**config.mk**
```make
export PLATFORM = sky130hd
export DESIGN_NAME = space_page_select
export DESIGN_NICKNAME = d
export VERILOG_FILES = /design/src/include/space_page_pkg.sv /design/src/verilog/space_page_select.sv
export SDC_FILE = /design/constraint.sdc
export NUM_CORES = 1
export LEC_CHECK = 0
export ABC_AREA = 1
export BUFFER_PORTS_ARGS = -buffer_cell sky130_fd_sc_hd__clkbuf_2
export CAP_MARGIN = 20
export CORE_AREA = 2 2 155 157
export CTS_CLUSTER_DIAMETER = 60
export DETAILED_ROUTE_END_ITERATION = 10
export DIE_AREA = 0 0 157 159
export HOLD_SLACK_MARGIN = 0.08
export MAX_ROUTING_LAYER = met4
export PLACE_DENSITY = 0.79
export REMOVE_ABC_BUFFERS = 1
export SLEW_MARGIN = 15
export SYNTH_ARGS = -nofsm -noshare
export SYNTH_HDL_FRONTEND = slang
export SYNTH_SLANG_ARGS = --single-unit
export TNS_END_PERCENT = 100
```
**constraint.sdc**
```tcl
create_clock -name clk_sys -period 12.9 [get_ports clk_sys]
set_input_delay 1.29 -clock clk_sys [delete_from_list [all_inputs] [get_ports clk_sys]]
set_output_delay 1.29 -clock clk_sys [all_outputs]
set_load 0.01 [all_outputs]
```
**src/include/space_page_pkg.sv**
```systemverilog
/*
 Constants for the space mapping and page select block.
 Assumes offsets are the low eight bits of the configuration space address.
*/
package space_page_pkg;
   // Configuration space offsets
   localparam logic [7:0] off_page_extension = 8'he0;
   localparam logic [7:0] off_space_mapping  = 8'hd2;
   localparam logic [7:0] off_memory_id0     = 8'hf0;
   localparam logic [7:0] off_memory_id1     = 8'hf1;
   localparam logic [7:0] off_power_mode0    = 8'hb0;
   localparam logic [7:0] off_power_mode2    = 8'hb4;
   // Space mapping field positions
   localparam int bit_sram_prog = 0;
   localparam int bit_boot_prog = 1;
   localparam int bit_main_prog = 2;
   localparam int bit_boot_data = 3;
   localparam int bit_main_data = 4;
   // Power mode register 0 field position
   localparam int bit_fast_response = 3;
   // Reset values
   localparam logic [7:0] reset_page        = 8'h00;
   localparam logic [7:0] reset_power_mode0 = 8'h08;
   localparam logic [7:0] reset_power_mode2 = 8'h00;
   localparam logic [7:0] read_unmapped     = 8'h00;
   // Widths
   localparam int addr_width  = 20;
   localparam int array_width = 82;
   localparam int ctrl_width  = 5;
   localparam int pin_width   = 71;
   // Standby timing
   localparam int clk_period_ps   = 8000;
   localparam int standby_time_ps = 70000;
   localparam int standby_cycles  =
      (standby_time_ps + clk_period_ps - 1) / clk_period_ps;
   localparam logic [3:0] standby_count =
      4'(standby_cycles);
   // Bus states
   typedef enum logic [2:0] {
      st_idle  = 3'b001,
      st_write = 3'b010,
      st_read  = 3'b100
   } bus_state_t;
endpackage

```
**src/verilog/space_page_select.sv**
```systemverilog
/*
 Memory space mapping, page register, identification registers, power
 controls and logic array input bus composition.
 Assumes MCU pins are asynchronous to clk_sys and that decoded selects
 arrive from the decode array on clk_sys.
*/
`timescale 1ns/10ps
module space_page_select
   import space_page_pkg::*;
#(
   parameter logic [7:0] space_mapping_init = 8'h0c,
   parameter logic [7:0] memory_id0_value   = 8'h5a, // Arbitrary value
   parameter logic [7:0] memory_id1_value   = 8'ha5  // Arbitrary value
) (
   // Clock and reset
   input  wire logic                  clk_sys,
   input  wire logic                  reset,
   // MCU bus pins
   input  wire logic [addr_width-1:0] mcu_addr,
   input  wire logic [7:0]            data_in,
   output logic      [7:0]            data_out,
   output logic                       data_oe,
   input  wire logic                  write_strobe_n,
   input  wire logic                  read_strobe_n,
   input  wire logic                  program_fetch_strobe_n,
   input  wire logic                  addr_latch_enable,
   input  wire logic                  byte_enable_n,
   input  wire logic                  extended_mode,
   input  wire logic                  power_down_term,
   // Port pins feeding the arrays
   input  wire logic [23:0]           input_cell,
   input  wire logic [3:0]            port_d_in,
   input  wire logic [7:0]            port_f_in,
   // Internal sources
   input  wire logic                  config_space_base,
   input  wire logic [7:0]            main_sector_selects,
   input  wire logic [3:0]            boot_sector_selects,
   input  wire logic                  sram_select,
   input  wire logic                  io_select,
   input  wire logic [7:0]            cell_group_a_feedback,
   input  wire logic [7:0]            cell_group_b_feedback,
   input  wire logic                  boot_ready_busy,
   input  wire logic [2:0]            chip_select_terms,
   // Outputs to memories and arrays
   output logic      [7:0]            main_sector_enable,
   output logic      [3:0]            boot_sector_enable,
   output logic                       sram_enable,
   output logic                       io_enable,
   output logic      [7:0]            page_bits,
   output logic      [7:0]            general_page_bits,
   output logic      [array_width-1:0] array_input_bus,
   output logic      [ctrl_width-1:0] gated_mcu_ctrl,
   output logic                       array_standby,
   output logic      [2:0]            external_chip_selects
);

   // Pin levels while idle, so no false strobe edge follows reset
   localparam logic [pin_width-1:0] pin_idle = {{addr_width{1'h0}},
      8'h00, 3'h7, 1'h0, 1'h1, 1'h0, 1'h0, 24'h000000, 4'h0, 8'h00};

   // Two-flop synchroniser for every asynchronous pin
   logic [pin_width-1:0] pin_meta;
   logic [pin_width-1:0] pin_sync;
   wire  [pin_width-1:0] pin_raw = {mcu_addr, data_in, write_strobe_n,
      read_strobe_n, program_fetch_strobe_n, addr_latch_enable,
      byte_enable_n, extended_mode, power_down_term, input_cell,
      port_d_in, port_f_in};

   always_ff @(posedge clk_sys or posedge reset) begin
      if (reset) begin
         pin_meta <= pin_idle;
         pin_sync <= pin_idle;
      end else begin
         pin_meta <= pin_raw;
         pin_sync <= pin_meta;
      end
   end

   // Synchronised pin fields
   wire [addr_width-1:0] s_addr  = pin_sync[70:51];
   wire [7:0]            s_data  = pin_sync[50:43];
   wire                  s_wr_n  = pin_sync[42];
   wire                  s_rd_n  = pin_sync[41];
   wire                  s_pf_n  = pin_sync[40];
   wire                  s_ale   = pin_sync[39];
   wire                  s_be_n  = pin_sync[38];
   wire                  s_ext   = pin_sync[37];
   wire                  s_pdn   = pin_sync[36];
   wire [23:0]           s_cells = pin_sync[35:12];
   wire [3:0]            s_pd    = pin_sync[11:8];
   wire [7:0]            s_pf    = pin_sync[7:0];

   function automatic logic offset_hit(input logic [addr_width-1:0] a,
                                       input logic [7:0] off);
      offset_hit = (a[7:0] == off);
   endfunction

   function automatic logic space_ok(input logic prog, input logic data,
                                     input logic prog_en,
                                     input logic data_en);
      space_ok = (prog && prog_en) || (data && data_en);
   endfunction

   // Registers
   logic [7:0] page_extension;
   logic [7:0] space_mapping;
   logic [7:0] power_mode_reg0;
   logic [7:0] power_mode_reg2;
   logic       wr_n_last;
   bus_state_t bus_state;
   bus_state_t next_bus_state;

   // Config select delayed to line up with the synchronised pins
   logic [1:0] base_delay;
   wire        base_aligned = base_delay[1];

   always_ff @(posedge clk_sys or posedge reset) begin
      if (reset) begin
         base_delay <= 2'h0;
      end else begin
         base_delay <= {base_delay[0], config_space_base};
      end
   end

   // Register write on trailing edge of the write strobe
   wire wr_trail = s_wr_n && !wr_n_last && base_aligned;
   wire wr_page  = wr_trail && offset_hit(s_addr, off_page_extension);
   wire wr_map   = wr_trail && offset_hit(s_addr, off_space_mapping);
   wire wr_pm0   = wr_trail && offset_hit(s_addr, off_power_mode0);
   wire wr_pm2   = wr_trail && offset_hit(s_addr, off_power_mode2);
   wire rd_cfg   = !s_rd_n && base_aligned;

   always_comb begin
      next_bus_state = st_idle;
      case (bus_state)
         st_idle:  begin
            if (!s_wr_n && base_aligned)
               next_bus_state = st_write;
            else if (rd_cfg)
               next_bus_state = st_read;
         end
         st_write: next_bus_state = s_wr_n ? st_idle : st_write;
         st_read:  next_bus_state = rd_cfg ? st_read : st_idle;
         default:  next_bus_state = st_idle;
      endcase
   end

   always_ff @(posedge clk_sys or posedge reset) begin
      if (reset) begin
         bus_state <= st_idle;
         wr_n_last <= 1'b1;
      end else begin
         bus_state <= next_bus_state;
         wr_n_last <= s_wr_n;
      end
   end

   always_ff @(posedge clk_sys or posedge reset) begin
      if (reset) begin
         page_extension  <= reset_page;
         space_mapping   <= space_mapping_init;
         power_mode_reg0 <= reset_power_mode0;
         power_mode_reg2 <= reset_power_mode2;
      end else begin
         if (wr_page)
            page_extension <= s_data;
         if (wr_map)
            space_mapping <= s_data;
         if (wr_pm0)
            power_mode_reg0 <= s_data;
         if (wr_pm2)
            power_mode_reg2 <= s_data;
      end
   end

   // Read data mux
   logic [7:0] read_value;
   always_comb begin
      read_value = read_unmapped;
      if (offset_hit(s_addr, off_page_extension))
         read_value = page_extension;
      else if (offset_hit(s_addr, off_space_mapping))
         read_value = space_mapping;
      else if (offset_hit(s_addr, off_memory_id0))
         read_value = memory_id0_value;
      else if (offset_hit(s_addr, off_memory_id1))
         read_value = memory_id1_value;
      else if (offset_hit(s_addr, off_power_mode0))
         read_value = power_mode_reg0;
      else if (offset_hit(s_addr, off_power_mode2))
         read_value = power_mode_reg2;
   end

   always_ff @(posedge clk_sys or posedge reset) begin
      if (reset) begin
         data_out <= read_unmapped;
         data_oe  <= 1'b0;
      end else begin
         data_out <= read_value;
         data_oe  <= (next_bus_state == st_read);
      end
   end

   // Strobe space qualification and select priority
   wire is_prog  = !s_pf_n;
   wire is_data  = !s_rd_n;
   wire boot_any = |boot_sector_selects;
   wire high_pri = sram_select || io_select;
   wire main_ok  = space_ok(is_prog, is_data,
      space_mapping[bit_main_prog], space_mapping[bit_main_data]);
   wire boot_ok  = space_ok(is_prog, is_data,
      space_mapping[bit_boot_prog], space_mapping[bit_boot_data]);
   wire sram_ok  = space_ok(is_prog, is_data,
      space_mapping[bit_sram_prog], 1'b1);
   wire [7:0] next_main = (main_sector_selects & {8{main_ok}}) &
      {8{!boot_any && !high_pri}};
   wire [3:0] next_boot = (boot_sector_selects & {4{boot_ok}}) &
      {4{!high_pri}};

   always_ff @(posedge clk_sys or posedge reset) begin
      if (reset) begin
         main_sector_enable <= '0;
         boot_sector_enable <= '0;
         sram_enable        <= 1'b0;
         io_enable          <= 1'b0;
      end else begin
         main_sector_enable <= next_main;
         boot_sector_enable <= next_boot;
         sram_enable        <= sram_select && sram_ok;
         io_enable          <= io_select && is_data;
      end
   end

   // Page bits to both arrays
   assign page_bits         = page_extension;
   assign general_page_bits = page_extension;

   // Control signals with power blocking
   wire [ctrl_width-1:0] raw_ctrl = {s_be_n, s_ale, s_pf_n, s_rd_n,
      s_wr_n};
   wire [ctrl_width-1:0] next_ctrl = raw_ctrl &
      ~power_mode_reg2[ctrl_width-1:0];

   // Address selection by processor mode
   wire [15:0] array_addr = s_ext ? s_addr[19:4] : s_addr[15:0];

   // Array input bus composition
   wire [array_width-1:0] next_bus = {array_addr, next_ctrl[2:0], reset,
      s_pdn, s_cells, s_pd, s_pf, page_extension, cell_group_a_feedback,
      cell_group_b_feedback, boot_ready_busy};

   always_ff @(posedge clk_sys or posedge reset) begin
      if (reset) begin
         array_input_bus       <= '0;
         gated_mcu_ctrl        <= '0;
         external_chip_selects <= '0;
      end else begin
         array_input_bus       <= next_bus;
         gated_mcu_ctrl        <= next_ctrl;
         external_chip_selects <= chip_select_terms;
      end
   end

   // Standby after the array inputs stay unchanged
   logic [3:0] idle_count;
   wire inputs_moved = (next_bus != array_input_bus);
   wire fast_mode    = power_mode_reg0[bit_fast_response];

   always_ff @(posedge clk_sys or posedge reset) begin
      if (reset) begin
         idle_count    <= '0;
         array_standby <= 1'b0;
      end else begin
         if (inputs_moved || fast_mode)
            idle_count <= '0;
         else if (idle_count != standby_count)
            idle_count <= idle_count + 4'h1;
         array_standby <= !fast_mode && !inputs_moved &&
            (idle_count == standby_count);
      end
   end

endmodule

```
==> results.rst <==
.. list-table::
   :header-rows: 1

   * - Metric
     - Value
   * - Run status
     - completed
   * - Unique masters post-synth
     - 35
   * - Met2 Track Usage GR
     - 30.3%
   * - Antenna Cells
     - 0
   * - Antenna-violating nets left
     - 0
   * - Max-slew violation count
     - 0
   * - Cell with the biggest individual delay on the critical path
     - dfrtp_1
   * - Transition at the pin with the smallest max-transition slack
     - 966 ps
   * - Post-Synth XOR/XNOR Area
     - 1.69%
   * - Pre-Repair DR Iteration Count
     - 5
   * - Sequential-to-total area share from yosys stat
     - 71.4%
   * - Area of the core region
     - 23200 µm²
   * - Proportion of power drawn by the clock network
     - 44.4%
   * - Worst setup SP type
     - flop
   * - Peak clock frequency supported by timing
     - 387 MHz
   * - Initial antenna violation count
     - 0
   * - Number of buffers inserted by hold repair at cts
     - 0
   * - Pin count of the biggest net entering global routing
     - 149
   * - Path type of the worst min-delay path
     - reg2reg
   * - # clock sinks
     - 295
   * - Worst Setup End Kind
     - primary output
   * - Total Negative Setup Slacks
     - 0 ps
   * - Area growth syn-to-layout
     - 24.3%
   * - Overflow left after global routing
     - 0
   * - Mean cell area of the mapped netlist
     - 10.8 µm²
   * - Yosys warning count
     - 0
   * - Part of the cycle the worst path needs
     - 20.0%
   * - Final hold violations
     - 0
   * - Fill cell instance count of the final layout
     - 1960
   * - Dominant combinational cell family by area after synthesis
     - simple AND/OR/NAND/NOR gates
   * - Most Crowded Layer GR
     - met2
   * - Master cell of the clock root buffer
     - clkbuf_16
   * - Count of routing violations after the opening detailed-route iteration
     - 435
   * - Vert. Die Dim
     - 159 µm
   * - Final weighted congestion in routability-driven placement
     - 0.848
   * - Net switching component of the power
     - 447 µW
   * - Part of the total power dissipated in sequential elements
     - 49.4%
   * - Post-Synthesis Cells
     - 958
   * - Clock tree buffer depth
     - 3
   * - Vias
     - 6937
   * - Worst Setup Path Type
     - reg2out
   * - Number of flip-flops and latches in the synthesized netlist
     - 295
   * - Final routed wirelength across all metal layers
     - 22200 µm
   * - Final Setup Violations
     - 0
   * - Synthesized cell area
     - 10400 µm²
   * - Combinational fraction of design power
     - 6.2%
   * - MaxCap Viol Count
     - 0
   * - Commonest non-fill, non-tap cell in the layout
     - dfrtp_1
   * - HPWL Detailed
     - 16100 µm
   * - Final Util
     - 55.5%
   * - Commonest cells after routing, fill and taps aside
     - dfrtp_1 (282), nand2_1 (281), clkbuf_2 (237)
   * - Detailed-route DRC error count
     - 0
   * - Setup repair after global routing missed its margin
     - no
   * - Chip width
     - 157 µm
   * - DR vias/cell
     - 4.46
   * - PortBufs
     - 237
   * - Cells along the critical path
     - clkbuf_2
   * - Pwr Density
     - 157 nW/µm²
   * - Die outline area
     - 25000 µm²
   * - Nets@finish
     - 1321
   * - Via count of the first global-routing pass
     - 7036
   * - Compound-gate portion of the synthesized area
     - 4.20%
   * - Largest driver fanout on the critical path
     - 7
   * - Cell family with the largest share of critical-path delay
     - flip-flops
   * - Power, Total
     - 2020 µW
   * - Routed length per placed instance
     - 14.3 µm
   * - Buffering stage count on the worst path with inverters included
     - 1
   * - Area fraction of the dominant cell type after synthesis
     - 68.1%
   * - Global-route track usage on met1
     - 23.1%
   * - Global-route wire length before repair
     - 35400 µm
   * - Finished layout cell area
     - 12900 µm²
   * - Tot GR Track Use
     - 18.5%
   * - Largest stage delay on the critical path
     - 540 ps
   * - Clock Latency Late Sink
     - 540 ps
   * - Number of gates resized after CTS
     - 0
   * - Adder-cell share of the synthesized area
     - 0.242%
   * - Final critical delay including setup and external delays
     - 2580 ps
   * - Post-CTS Setup Repair Bufs
     - 0
   * - Final cell count without fillers
     - 1554
   * - Static leakage
     - 0.00676 µW
   * - Worst VDD drop
     - 0.000118 V
   * - Multiplexer share of the synthesized area
     - 0.0967%
   * - Reg clk slew, reported paths
     - 60 ps
   * - WP data arrival
     - 1290 ps
   * - Simple logic cell fraction of the synthesized area
     - 16.0%
   * - Sw Share
     - 22.2%
   * - Top-level I/O count
     - 238
   * - Total placed cells including tap cells
     - 1498
   * - Standard cell area after detailed placement
     - 11800 µm²
   * - Met3 track utilization from global routing
     - 3.08%
   * - Data required, critical path
     - 11610 ps
   * - Layout cell share with drive strength beyond 1
     - 26.1%
   * - TritonCTS clock tree
     - built
   * - Worst-case headroom to the max-slew limit
     - 35.6%
   * - Number of clock buffers inserted by TritonCTS
     - 30
   * - Starting density of the core
     - 44.6%
   * - Clock skew after layout
     - 20.7 ps
   * - Top area cells in the synthesized netlist
     - dfrtp_1 (68%), nand2_1 (10%), inv_1 (4.9%)
   * - Placement row count
     - 56
   * - Power Internal
     - 1570 µW
   * - H-tree depth
     - 1
   * - Most area-hungry cell type in the Yosys netlist
     - dfrtp_1
-- worst paths after layout --
| path | startpoint | to | slack (ps) | depth (start not counted) |
|---|---|---|---|---|
| min reg2reg | pin_meta[37]$_DFF_PP0_ | pin_sync[37]$_DFF_PP0_ | 340 | 0 |
| max | general_page_bits[0]$_DFFE_PP0P_ | general_page_bits[0] | 10320 | 1 |
| min | pin_meta[37]$_DFF_PP0_ | pin_sync[37]$_DFF_PP0_ | 340 | 0 |
| max reg2reg | pin_sync[37]$_DFF_PP0_ | idle_count[3]$_DFFE_PP0P_ | 10580 | 8 |
| max in group asynchronous | reset | array_input_bus[69]$_DFF_PP0_ | 10360 | 3 |
| min in group asynchronous | reset | array_input_bus[8]$_DFF_PP0_ | 980 | 2 |
-- kinds of logic after synthesis --
group	after synthesis
simple gates	409
buf+inv	157
mux	1
flops	295
fa+ha+maj	2
compound gates	74
xor+xnor	20
-- per-stage QoR --
step	setup slack, ps	hold WS, ps
after global placement	9760	331
after detailed placement	9720	335
after global routing	10010	346
final	10320	344
after floorplan	3450	331
after CTS	10250	345
-- registers in the layout (all words and copies together) (netlist names), 2 cells and up --
register and cells:
array_input_bus 79, base_delay 2, boot_sector_enable 4, bus_state 3, data_out 8, external_chip_selects 3, gated_mcu_ctrl 5, general_page_bits 8
idle_count 4, main_sector_enable 8, pin_meta 71, pin_sync 71, power_mode_reg0 8, power_mode_reg2 8, space_mapping 8
-- synth_stat cells (all sizes together) --
cell type and count:
nor4 3, o221ai 1, dfstp 13, nor3 13, inv 139, or2 1
dfrtp 282, ha 2, o21a 1, buf 18, o21ai 59, nand3b 2
o22ai 2, nand4 3, nor2 79, a21boi 2, a21oi 4, nand3 22
mux2i 1, a22o 1, xnor2 19, o211ai 1, o2bb2ai 3, nand2 286
xor2 1
-- routing by layer --
| metal | vias to the layer above | wire, µm |
|---|---|---|
| met4 | 0 | 731 |
| met5 | - | 0 |
| li1 | 3416 | - |
| met1 | 3275 | 9130 |
| met2 | 196 | 11100 |
| met3 | 50 | 1200 |
-- layout make-up --
cell class | count | area [µm²] | share of cell area, %
Timing Repair Buffer | 239 | 1200 | 9.33
Inverter | 139 | 529 | 4.11
Tap cell | 319 | 399 | 3.10
Clock buffer | 42 | 837 | 6.50
Clock inverter | 14 | 205 | 1.59
Multi-Input combinational cell | 506 | 2300 | 17.9
Sequential cell | 295 | 7400 | 57.5
-- power groups by stage --
stage	logic [µW]	registers, µW	clock network, µW
after floorplan	65.0	1020	0
after global placement	123	1010	0
after detailed placement	126	1010	0
after CTS	127	998	918
after global routing	142	1000	962
final	124	997	896
No activity file was read; power rests on OpenSTA's default activity.
